--- src/include/goc_pkg.sv ---
package goc_pkg;

	// Register indices; byte address is four times the index
	localparam logic [11:0] IDX_UPDATE = 12'h00f;
	localparam logic [11:0] IDX_CTRL = 12'ha00;
	localparam logic [11:0] IDX_REF_PD = 12'ha01;
	localparam logic [11:0] IDX_REF_TIMEOUT = 12'ha02;
	localparam logic [11:0] IDX_REF_FAULT = 12'ha03;
	localparam logic [11:0] IDX_STATUS = 12'haff;

	// Field positions of the global operation control register
	localparam int CTRL_POWER_DOWN_BIT = 0;
	localparam int CTRL_CAL_ALL_BIT = 1;
	localparam int CTRL_CAL_SYSTEM_CLOCK_BIT = 2;
	localparam int CTRL_SOFT_SYNC_BIT = 3;

	// Field positions of the status register
	localparam int STAT_SYNC_BIT = 0;
	localparam int STAT_CAL_SYSTEM_CLOCK_BIT = 1;
	localparam int STAT_CAL_ALL_BIT = 2;

	// Value that applies buffered bits when written to the update register
	localparam logic [7:0] UPDATE_VALUE = 8'h01;

	// Reset values
	localparam logic [3:0] CTRL_RESET = 4'h0;
	localparam logic [3:0] REF_PD_RESET = 4'h0;
	localparam logic [3:0] REF_FAULT_RESET = 4'h0;

	localparam int NUM_REFS = 4;
	localparam int NUM_APLLS = 4;

	// Control outputs toward the clock core
	typedef struct packed {
		logic deep_sleep;
		logic [NUM_REFS-1:0] ref_rx_power_down;
		logic sync_stall;
		logic sync_restart;
		logic system_clock_cal_start;
		logic [NUM_APLLS-1:0] apll_cal_start;
		logic [NUM_REFS-1:0] ref_timer_force;
	} goc_ctl_out_t;

	// State of the register bank
	typedef struct packed {
		logic [3:0] ctrl;
		logic [NUM_REFS-1:0] ref_pd;
		logic [NUM_REFS-1:0] ref_fault;
		logic sync_active;
		logic sync_restart;
		logic update;
		logic slverr;
		logic [31:0] prdata;
	} goc_regs_t;

	// State of the calibration trigger
	typedef struct packed {
		logic system_clock_active;
		logic all_active;
		logic system_clock_start;
		logic [NUM_APLLS-1:0] apll_start;
	} goc_cal_t;

endpackage

--- src/hw/goc_regs.sv ---
// Implementation choice: the APB interface to the registers.
`timescale 1ns/1ps
// What this block does
// - Soft sync bit starts output resynchronization
// - Stall outputs while set, restart on fall
// - Buffered bits apply only on update strobe
// - Applied rising calibrate bit calibrates system clock
// - Applied rising calibrate-all calibrates every PLL
// - Calibrate-all never clears itself; software clears
// - Calibrate-all set masks per-PLL calibration requests
// - Power-down bit puts device in sleep
// - Reference receiver power-down bits, default powered
// - Timeout bit forces unfaulted reference valid
// - Timeout bits clear themselves, reset to zero
// - Forced-fault reference ignores timeout writes
module goc_regs #(
	parameter int ADDR_W = 14
) (
	input wire logic pclk,
	input wire logic presetn,
	input wire logic psel,
	input wire logic penable,
	input wire logic pwrite,
	input wire logic [ADDR_W-1:0] paddr,
	input wire logic [31:0] pwdata,
	output logic [31:0] prdata,
	output logic pready,
	output logic pslverr,
	input wire logic [goc_pkg::NUM_APLLS-1:0] apll_cal_req,
	output goc_pkg::goc_ctl_out_t ctl
);
	import goc_pkg::*;

	goc_regs_t s;
	goc_regs_t next_s;
	goc_cal_t cal;
	logic [NUM_REFS-1:0] ref_force;
	logic [NUM_REFS-1:0] timeout_wr;
	logic [ADDR_W-3:0] idx;
	logic aligned;
	logic hit_upd;
	logic hit_ctrl;
	logic hit_pd;
	logic hit_to;
	logic hit_fault;
	logic hit_stat;
	logic mapped;
	logic setup_ph;
	logic access_wr;
	logic upd_wr;

	// Address decode, one word per register
	assign idx = paddr[ADDR_W-1:2];
	assign aligned = (paddr[1:0] == 2'h0);
	assign hit_upd = aligned && (idx == (ADDR_W-2)'(IDX_UPDATE));
	assign hit_ctrl = aligned && (idx == (ADDR_W-2)'(IDX_CTRL));
	assign hit_pd = aligned && (idx == (ADDR_W-2)'(IDX_REF_PD));
	assign hit_to = aligned && (idx == (ADDR_W-2)'(IDX_REF_TIMEOUT));
	assign hit_fault = aligned && (idx == (ADDR_W-2)'(IDX_REF_FAULT));
	assign hit_stat = aligned && (idx == (ADDR_W-2)'(IDX_STATUS));
	assign mapped = hit_upd | hit_ctrl | hit_pd | hit_to | hit_fault
		| hit_stat;

	// Bus phases; writes land at the end of the access phase
	assign setup_ph = psel & ~penable;
	assign access_wr = psel & penable & pwrite & mapped;

	// Only the exact strobe value applies buffered bits
	assign upd_wr = access_wr & hit_upd
		& (pwdata[7:0] == UPDATE_VALUE);

	// Timeout writes go straight to the force stage
	assign timeout_wr = (access_wr & hit_to) ?
		pwdata[NUM_REFS-1:0] : '0;

	// Register update and read capture
	always_comb begin
		next_s = s;
		next_s.update = upd_wr;
		next_s.sync_restart = 1'b0;
		if (access_wr && hit_ctrl) begin
			next_s.ctrl = pwdata[3:0];
		end
		if (access_wr && hit_pd) begin
			next_s.ref_pd = pwdata[NUM_REFS-1:0];
		end
		if (access_wr && hit_fault) begin
			next_s.ref_fault = pwdata[NUM_REFS-1:0];
		end
		// Applied soft sync and its falling edge
		if (s.update) begin
			next_s.sync_active = s.ctrl[CTRL_SOFT_SYNC_BIT];
			next_s.sync_restart = s.sync_active
				& ~s.ctrl[CTRL_SOFT_SYNC_BIT];
		end
		// Read data and error captured in the setup phase
		if (setup_ph) begin
			next_s.slverr = ~mapped;
			next_s.prdata = 32'h0000_0000;
			if (!pwrite) begin
				if (hit_ctrl) begin
					next_s.prdata[3:0] = s.ctrl;
				end else if (hit_pd) begin
					next_s.prdata[NUM_REFS-1:0] = s.ref_pd;
				end else if (hit_fault) begin
					next_s.prdata[NUM_REFS-1:0] = s.ref_fault;
				end else if (hit_stat) begin
					next_s.prdata[STAT_SYNC_BIT] = s.sync_active;
					next_s.prdata[STAT_CAL_SYSTEM_CLOCK_BIT] =
						cal.system_clock_active;
					next_s.prdata[STAT_CAL_ALL_BIT] = cal.all_active;
				end
			end
		end
	end

	// State register
	always_ff @(posedge pclk or negedge presetn) begin
		if (!presetn) begin
			s <= '0;
			s.ctrl <= CTRL_RESET;
			s.ref_pd <= REF_PD_RESET;
			s.ref_fault <= REF_FAULT_RESET;
		end else begin
			s <= next_s;
		end
	end

	// Calibration launch from the applied buffered bits
	goc_cal_trigger u_cal (
		.pclk(pclk),
		.presetn(presetn),
		.update(s.update),
		.shadow_system_clock(s.ctrl[CTRL_CAL_SYSTEM_CLOCK_BIT]),
		.shadow_all(s.ctrl[CTRL_CAL_ALL_BIT]),
		.apll_cal_req(apll_cal_req),
		.cal(cal)
	);

	// Validation timer force pulses
	goc_ref_force u_force (
		.pclk(pclk),
		.presetn(presetn),
		.timeout_wr(timeout_wr),
		.ref_fault(s.ref_fault),
		.ref_timer_force(ref_force)
	);

	// Bus answers: one wait-free access phase after setup
	assign pready = psel & penable;
	assign prdata = s.prdata;
	assign pslverr = s.slverr & psel & penable;

	// Control outputs, all from flip-flops
	always_comb begin
		ctl.deep_sleep = s.ctrl[CTRL_POWER_DOWN_BIT];
		ctl.ref_rx_power_down = s.ref_pd;
		ctl.sync_stall = s.sync_active;
		ctl.sync_restart = s.sync_restart;
		ctl.system_clock_cal_start = cal.system_clock_start;
		ctl.apll_cal_start = cal.apll_start;
		ctl.ref_timer_force = ref_force;
	end

	a_sync_applied: assert property (
		@(posedge pclk) disable iff (!presetn)
		s.update |=> ctl.sync_stall == $past(s.ctrl[CTRL_SOFT_SYNC_BIT]))
		else $error("soft sync not applied at update");

	a_sync_buffered: assert property (
		@(posedge pclk) disable iff (!presetn)
		!s.update |=> $stable(ctl.sync_stall) && $stable(cal.all_active))
		else $error("buffered bit changed without update");

	a_sync_restart: assert property (
		@(posedge pclk) disable iff (!presetn)
		s.update && s.sync_active && !s.ctrl[CTRL_SOFT_SYNC_BIT]
		|=> ctl.sync_restart ##1 !ctl.sync_restart)
		else $error("restart pulse missing after soft sync fall");

	a_update_path: assert property (
		@(posedge pclk) disable iff (!presetn)
		psel && penable && pwrite && hit_upd && pwdata[7:0] != UPDATE_VALUE
		|=> !s.update)
		else $error("update taken with wrong strobe value");

	a_system_clock_cal: assert property (
		@(posedge pclk) disable iff (!presetn)
		s.update && s.ctrl[CTRL_CAL_SYSTEM_CLOCK_BIT] && !cal.system_clock_active
		|=> ctl.system_clock_cal_start)
		else $error("system clock calibration not started");

	a_cal_all: assert property (
		@(posedge pclk) disable iff (!presetn)
		s.update && s.ctrl[CTRL_CAL_ALL_BIT] && !cal.all_active
		|=> ctl.system_clock_cal_start && ctl.apll_cal_start == '1)
		else $error("calibrate all did not start every PLL");

	a_cal_all_kept: assert property (
		@(posedge pclk) disable iff (!presetn)
		cal.all_active && !s.update |=> cal.all_active)
		else $error("calibrate all cleared by itself");

	a_cal_single: assert property (
		@(posedge pclk) disable iff (!presetn)
		ctl.system_clock_cal_start |=> !ctl.system_clock_cal_start)
		else $error("calibration started twice for one edge");

	a_deep_sleep: assert property (
		@(posedge pclk) disable iff (!presetn)
		psel && penable && pwrite && hit_ctrl
		|=> ctl.deep_sleep == $past(pwdata[CTRL_POWER_DOWN_BIT]))
		else $error("deep sleep does not follow the write");

	a_ref_pd_write: assert property (
		@(posedge pclk) disable iff (!presetn)
		psel && penable && pwrite && hit_pd
		|=> ctl.ref_rx_power_down == $past(pwdata[NUM_REFS-1:0]))
		else $error("receiver power-down does not follow the write");

	a_timeout_reads0: assert property (
		@(posedge pclk) disable iff (!presetn)
		setup_ph && !pwrite && hit_to |=> prdata == 32'h0000_0000)
		else $error("timeout register did not read as zero");

	// Soft sync pulse and applied calibrate bits
	a_no_restart_high: assert property (
		@(posedge pclk) disable iff (!presetn)
		s.update && s.ctrl[CTRL_SOFT_SYNC_BIT]
		|=> !ctl.sync_restart)
		else $error("restart pulse while soft sync stays set");

	a_restart_upd_only: assert property (
		@(posedge pclk) disable iff (!presetn)
		!s.update
		|=> !ctl.sync_restart)
		else $error("restart pulse without an update");

	a_no_cal_low: assert property (
		@(posedge pclk) disable iff (!presetn)
		s.update && !s.ctrl[CTRL_CAL_SYSTEM_CLOCK_BIT] && !s.ctrl[CTRL_CAL_ALL_BIT]
		|=> !ctl.system_clock_cal_start)
		else $error("calibration started with both bits low");

	a_no_cal_unchanged: assert property (
		@(posedge pclk) disable iff (!presetn)
		s.update && cal.system_clock_active == s.ctrl[CTRL_CAL_SYSTEM_CLOCK_BIT]
		&& cal.all_active == s.ctrl[CTRL_CAL_ALL_BIT]
		|=> !ctl.system_clock_cal_start)
		else $error("calibration started without a rising bit");

	a_apll_follows_req: assert property (
		@(posedge pclk) disable iff (!presetn)
		!cal.all_active && !(s.update && s.ctrl[CTRL_CAL_ALL_BIT])
		|=> ctl.apll_cal_start == $past(apll_cal_req))
		else $error("per-PLL request lost while not masked");

	a_all_applied: assert property (
		@(posedge pclk) disable iff (!presetn)
		s.update
		|=> cal.all_active == $past(s.ctrl[CTRL_CAL_ALL_BIT]))
		else $error("calibrate all not applied at update");

	a_system_clock_applied: assert property (
		@(posedge pclk) disable iff (!presetn)
		s.update
		|=> cal.system_clock_active == $past(s.ctrl[CTRL_CAL_SYSTEM_CLOCK_BIT]))
		else $error("system clock calibrate bit not applied");

	a_system_clock_buffered: assert property (
		@(posedge pclk) disable iff (!presetn)
		!s.update
		|=> $stable(cal.system_clock_active))
		else $error("system clock bit applied without update");

	a_update_strobe_only: assert property (
		@(posedge pclk) disable iff (!presetn)
		!(psel && penable && pwrite && hit_upd)
		|=> !s.update)
		else $error("update raised without a strobe write");

	// Live registers, written only by the bus
	a_ctrl_write: assert property (
		@(posedge pclk) disable iff (!presetn)
		psel && penable && pwrite && hit_ctrl
		|=> s.ctrl == $past(pwdata[3:0]))
		else $error("control register did not take the write");

	a_ctrl_kept: assert property (
		@(posedge pclk) disable iff (!presetn)
		!(psel && penable && pwrite && hit_ctrl)
		|=> $stable(s.ctrl))
		else $error("control register changed by itself");

	a_sleep_kept: assert property (
		@(posedge pclk) disable iff (!presetn)
		!(psel && penable && pwrite && hit_ctrl)
		|=> $stable(ctl.deep_sleep))
		else $error("deep sleep changed without a write");

	a_pd_kept: assert property (
		@(posedge pclk) disable iff (!presetn)
		!(psel && penable && pwrite && hit_pd)
		|=> $stable(ctl.ref_rx_power_down))
		else $error("receiver power-down changed without a write");

	a_fault_write: assert property (
		@(posedge pclk) disable iff (!presetn)
		psel && penable && pwrite && hit_fault
		|=> s.ref_fault == $past(pwdata[NUM_REFS-1:0]))
		else $error("fault register did not take the write");

	a_fault_kept: assert property (
		@(posedge pclk) disable iff (!presetn)
		!(psel && penable && pwrite && hit_fault)
		|=> $stable(s.ref_fault))
		else $error("fault register changed by itself");

	a_force_path: assert property (
		@(posedge pclk) disable iff (!presetn)
		psel && penable && pwrite && hit_to
		|=> ctl.ref_timer_force
		== ($past(pwdata[NUM_REFS-1:0]) & ~$past(s.ref_fault)))
		else $error("timeout force does not match write and faults");

	a_force_idle: assert property (
		@(posedge pclk) disable iff (!presetn)
		!(psel && penable && pwrite && hit_to)
		|=> ctl.ref_timer_force == '0)
		else $error("timeout force without a write");

	// Read data captured in the setup phase
	a_ctrl_read: assert property (
		@(posedge pclk) disable iff (!presetn)
		setup_ph && !pwrite && hit_ctrl
		|=> prdata == {28'h0, $past(s.ctrl)})
		else $error("control register read back wrong");

	a_status_read: assert property (
		@(posedge pclk) disable iff (!presetn)
		setup_ph && !pwrite && hit_stat
		|=> prdata[STAT_SYNC_BIT] == $past(s.sync_active))
		else $error("status does not show the applied sync");

endmodule

--- src/hw/goc_ref_force.sv ---
`timescale 1ns/1ps
module goc_ref_force (
	input wire logic pclk,
	input wire logic presetn,
	input wire logic [goc_pkg::NUM_REFS-1:0] timeout_wr,
	input wire logic [goc_pkg::NUM_REFS-1:0] ref_fault,
	output logic [goc_pkg::NUM_REFS-1:0] ref_timer_force
);
	import goc_pkg::*;

	logic [NUM_REFS-1:0] s;
	logic [NUM_REFS-1:0] next_s;
	logic [NUM_REFS-1:0] gated;

	// Forced-faulted references ignore the timeout write
	for (genvar i = 0; i < NUM_REFS; i++) begin : g_ref
		assign gated[i] = timeout_wr[i] & ~ref_fault[i];
	end

	// One-cycle force pulse, clears on its own
	always_comb begin
		next_s = gated;
	end

	always_ff @(posedge pclk or negedge presetn) begin
		if (!presetn) begin
			s <= '0;
		end else begin
			s <= next_s;
		end
	end

	assign ref_timer_force = s;

	for (genvar i = 0; i < NUM_REFS; i++) begin : g_chk
		a_force_taken: assert property (
			@(posedge pclk) disable iff (!presetn)
			timeout_wr[i] && !ref_fault[i] |=> ref_timer_force[i])
			else $error("timeout write did not force the timer");
		a_fault_blocks: assert property (
			@(posedge pclk) disable iff (!presetn)
			ref_fault[i] |=> !ref_timer_force[i])
			else $error("faulted reference was forced valid");
		a_force_clears: assert property (
			@(posedge pclk) disable iff (!presetn)
			!timeout_wr[i] |=> !ref_timer_force[i])
			else $error("timeout force did not clear itself");
	end

endmodule

--- src/hw/goc_cal_trigger.sv ---
`timescale 1ns/1ps
module goc_cal_trigger (
	input wire logic pclk,
	input wire logic presetn,
	input wire logic update,
	input wire logic shadow_system_clock,
	input wire logic shadow_all,
	input wire logic [goc_pkg::NUM_APLLS-1:0] apll_cal_req,
	output goc_pkg::goc_cal_t cal
);
	import goc_pkg::*;

	goc_cal_t s;
	goc_cal_t next_s;
	logic system_clock_edge;
	logic all_edge;

	// Rising edges of the applied bits, seen only at an update
	assign system_clock_edge = update & shadow_system_clock & ~s.system_clock_active;
	assign all_edge = update & shadow_all & ~s.all_active;

	// Apply buffered bits and launch calibration pulses
	always_comb begin
		next_s = s;
		if (update) begin
			next_s.system_clock_active = shadow_system_clock;
			next_s.all_active = shadow_all;
		end
		next_s.system_clock_start = system_clock_edge | all_edge;
		if (all_edge) begin
			next_s.apll_start = '1;
		end else if (s.all_active) begin
			next_s.apll_start = '0;
		end else begin
			next_s.apll_start = apll_cal_req;
		end
	end

	always_ff @(posedge pclk or negedge presetn) begin
		if (!presetn) begin
			s <= '0;
		end else begin
			s <= next_s;
		end
	end

	assign cal = s;

	a_apll_masked: assert property (
		@(posedge pclk) disable iff (!presetn)
		s.all_active && !all_edge |=> cal.apll_start == '0)
		else $error("per-PLL calibration not masked");
	a_one_start: assert property (
		@(posedge pclk) disable iff (!presetn)
		!update |=> !cal.system_clock_start)
		else $error("calibration started without an update");

endmodule

--- config.mk ---
export PLATFORM = sky130hd
export DESIGN_NAME = goc_regs
export DESIGN_NICKNAME = d
export VERILOG_FILES = /design/src/include/goc_pkg.sv /design/src/hw/goc_regs.sv /design/src/hw/goc_ref_force.sv /design/src/hw/goc_cal_trigger.sv
export SDC_FILE = /design/constraint.sdc
export NUM_CORES = 1
export LEC_CHECK = 0
export BUFFER_PORTS_ARGS = -buffer_cell sky130_fd_sc_hd__buf_2
export CORE_UTILIZATION = 49
export CTS_BUF_LIST = sky130_fd_sc_hd__clkbuf_4
export CTS_CLUSTER_DIAMETER = 150
export DETAILED_ROUTE_END_ITERATION = 10
export GPL_ROUTABILITY_DRIVEN = 1
export PLACE_DENSITY = 0.86
export SLEW_MARGIN = 20
export SYNTH_ARGS = -nofsm -noshare
export SYNTH_HDL_FRONTEND = slang
export SYNTH_SLANG_ARGS = --single-unit
--- constraint.sdc ---
create_clock -name pclk -period 3 [get_ports pclk]
set_clock_uncertainty 0.05 [all_clocks]
set_input_delay 0.15 -clock pclk [delete_from_list [all_inputs] [get_ports pclk]]
set_output_delay 0.15 -clock pclk [all_outputs]
set_load 0.02 [all_outputs]
==> results by group <==
Run status
  • Status: finished, final reports clean

Logic synthesis
  • EDFF count, synth: 0
  • Post-synth ARST share: 100%
  • Synth Flop Type: dfrtp_1
  • Seq/Total Area, Yosys: 42.9%
  • Library cells used by synthesis: 34
  • #FFs+latches synth: 31
  • Synthesized cell area: 1810 sq um
  • Mean Syn Cell Area: 10.4 sq um
  • Synth Instances: 173
  • Synth warn: 0

Routing
  • Routed length on met1: 1370 um
  • Detailed Route Iter0 Violations: 55
  • Final WL: 3140 um
  • Highest metal used: met4
  • DRC Markers: 0
  • First-pass DRT Iterations: 6
  • Vias: 1275
  • Drt wl/cell: 11.9 um
  • Vias per std cell: 4.85
  • Met2 WL: 1570 um
  • Met3 Wirelength: 168 um
  • Post-DRT Antenna Nets: 0

Setup path
  • Worst Setup SP: paddr[7]
  • Worst-path fanout max: 6
  • Reg2Reg Depth: 4
  • Critical Path AT: 1650 ps
  • Reg2reg setup slack: 1730 ps
  • WS Path Type: in -> reg
  • Worst R2R Start: s[39]$_DFFE_PN0P_
  • Startpoint Class: input port
  • FF-to-FF End: prdata[3]$_DFFE_PN0P_
  • CP Data Required Time: 3160 ps
  • Crit path capture type: flip-flop
  • Worst Setup EP: ctl[14]$_DFFE_PN0P_
  • Slowest Stage Delay on Critical Path: 430 ps
  • CP Cell Sequence: buf_2, nor4_4, nand3_2, nor4b_4, mux2_2
  • Slowest cell on crit path: nor4_4

Clock tree
  • # Post-CTS Setup Buffers: 0
  • Clock latency on the worst-skew pair: 330 ps
  • Post-cts gate resize count: 0
  • Worst-path clk slew: 100 ps
  • Htree depth: 2
  • Cts bufs inserted: 5
  • Hold buffers post-CTS: 5
  • CTS tree: built
  • Clock sinks: 31
  • CTS Root Cell: clkbuf_4
  • Clock tree buffer depth: 2

Timing
  • # setup viols final: 0
  • Worst slew margin: 48.8%
  • Max Freq: 0.672 GHz
  • Setup_tns: 0 ps
  • Final Hold Fails: 0
  • Unrepaired setup endpoints after global routing: no
  • Period utilisation layout: 49.6%
  • Worst Tran Pin Value: 761 ps
  • Minimum clock period: 1490 ps
  • Pins Over Slew Limit: 0

Final layout
  • Ant. Diodes: 0
  • End-of-flow core utilization: 58.2%
  • FILL cells: 330
  • Share of cells above drive strength 1: 37.8%
  • Area growth, synth to finish: 10.9%
  • Nets: 271

Placed design
  • Dpl hpwl: 2390 um
  • RePlAce Congestion: 0.795
  • Port Buffers: 52

Min path
  • HP Class: in -> reg

Die
  • IO Pins: 105
  • FP Rows: 21
  • Starting Density: 52.5%
  • Full die area: 3930 sq um
  • Die Ht: 62.7 um
  • Die Span X: 62.7 um
  • Core area: 3440 sq um

Global route
  • Vias in the first global route: 1204
  • Tot GR Track Use: 17.7%
  • Largest net degree at the start of global routing: 32
  • Global route total overflow: 0
  • Initial antenna violation count: 0
  • Wire length of the first global-routing pass: 5340 um

Job
  • Max Cap Viol: 0

Power
  • P_leak: 1.03 nW
  • Worst vdd ir: 0.278 mV
  • PD cells: 430 nW/um^2
routing by layer:
metal,vias up,global-route usage (%)
met1,600,21.0
met4,0,6.10
li1,622,-
met2,50,30.3
met5,-,0
met3,3,5.11
synth_stat cells, drive strengths merged (3+ instances only):
library cell / instances / area, sq um
and2: 4 / 25.0
a21oi: 10 / 50.1
buf: 46 / 340
dfrtp: 31 / 776
o211ai: 3 / 22.5
nor3b: 5 / 37.5
nor4: 4 / 46.3
inv: 5 / 18.8
a31oi: 3 / 18.8
nand2: 5 / 18.8
and3: 4 / 25.0
or4: 3 / 22.5
mux2: 16 / 180
nor2: 11 / 41.3
a22oi: 5 / 37.5
metrics by stage:
stage | std cells | worst slack, ps | hold WS (ps) | power [mW] | cell area [sq um]
3_5_place_dp | 250 | 1160 | 171 | 0.548 | 1880
5_1_grt | 263 | 1440 | 19.4 | 0.899 | 2000
2_1_floorplan | 200 | 1470 | -196 | 0.540 | 1910
6_report | 263 | 1510 | 18.3 | 0.862 | 2000
3_3_place_gp | 250 | 1170 | 161 | 0.546 | 1880
4_1_cts | 263 | 1520 | 6.72 | 0.868 | 2000
where the power goes:
part / internal [mW] / switching, mW / total [mW]
Combinational: 0.0365 / 0.0803 / 0.117
Sequential: 0.425 / 0.00306 / 0.428
Clock: 0.171 / 0.146 / 0.317
cell families (layout without fill, tap and decap cells):
group | after synthesis | after routing | share of synthesized area (%)
buffers and inverters | 53 | 70 | 20.3
multiplexers | 16 | 16 | 9.97
AND/OR/NAND/NOR | 47 | 47 | 17.9
AO/OA/AOI/OAI | 25 | 25 | 8.73
flip-flops | 31 | 31 | 42.9
other | 1 | 28 | 0.208
worst min-delay path by stage:
stage	from	end	slack (ps)	cells past startpoint
after CTS	pwdata[6]	s[33]$_DFF_PN0_	7	3
after floorplan	presetn	ctl[10]$_DFFE_PN0P_	-200	0
after global placement	presetn	ctl[12]$_DFFE_PN0P_	160	1
final	pwdata[6]	s[33]$_DFF_PN0_	20	3
after detailed placement	presetn	ctl[12]$_DFFE_PN0P_	170	1
after global routing	pwdata[6]	s[33]$_DFF_PN0_	20	3
worst max-delay path: cells and delay by family:
family                 cells  cell delay [ps]
and+or+nand+nor            3             1000
buffers and inverters      1              120
muxes                      1              380
sequential cells by signal (all words and copies together), names as in the netlist:
| signal | count |
|---|---|
| ctl | 7 |
| u_cal.cal | 7 |
| s | 9 |
| prdata | 4 |
| u_force.ref_timer_force | 4 |
placed cells by master, fill, tap and decap left out, types with 2 or more instances in the layout:
cell type	count
dfrtp_1	31
clkbuf_4	5
inv_1	5
conb_1	28
a21oi_1	10
dlygate4sd3_1	5
or4_1	3
and3_1	4
a31oi_1	3
buf_2	52
and2_1	4
o211ai_1	3
nor3b_1	5
mux2_2	16
nor4_1	2
a22oi_1	5
nand2_1	5
nor2_1	11
a22o_1	2
layout make-up:
cell class                      count  area, sq um  share of cell area (%)
Clock buffer                        5         37.5                    1.87
Clock inverter                      3         38.8                    1.94
Inverter                            5         18.8                   0.936
Multi-Input combinational cell    116          766                    38.2
Sequential cell                    31          776                    38.7
Tap cell                           46         57.6                    2.87
Timing Repair Buffer               57          310                    15.5
No activity file was read; power rests on OpenSTA's default activity.
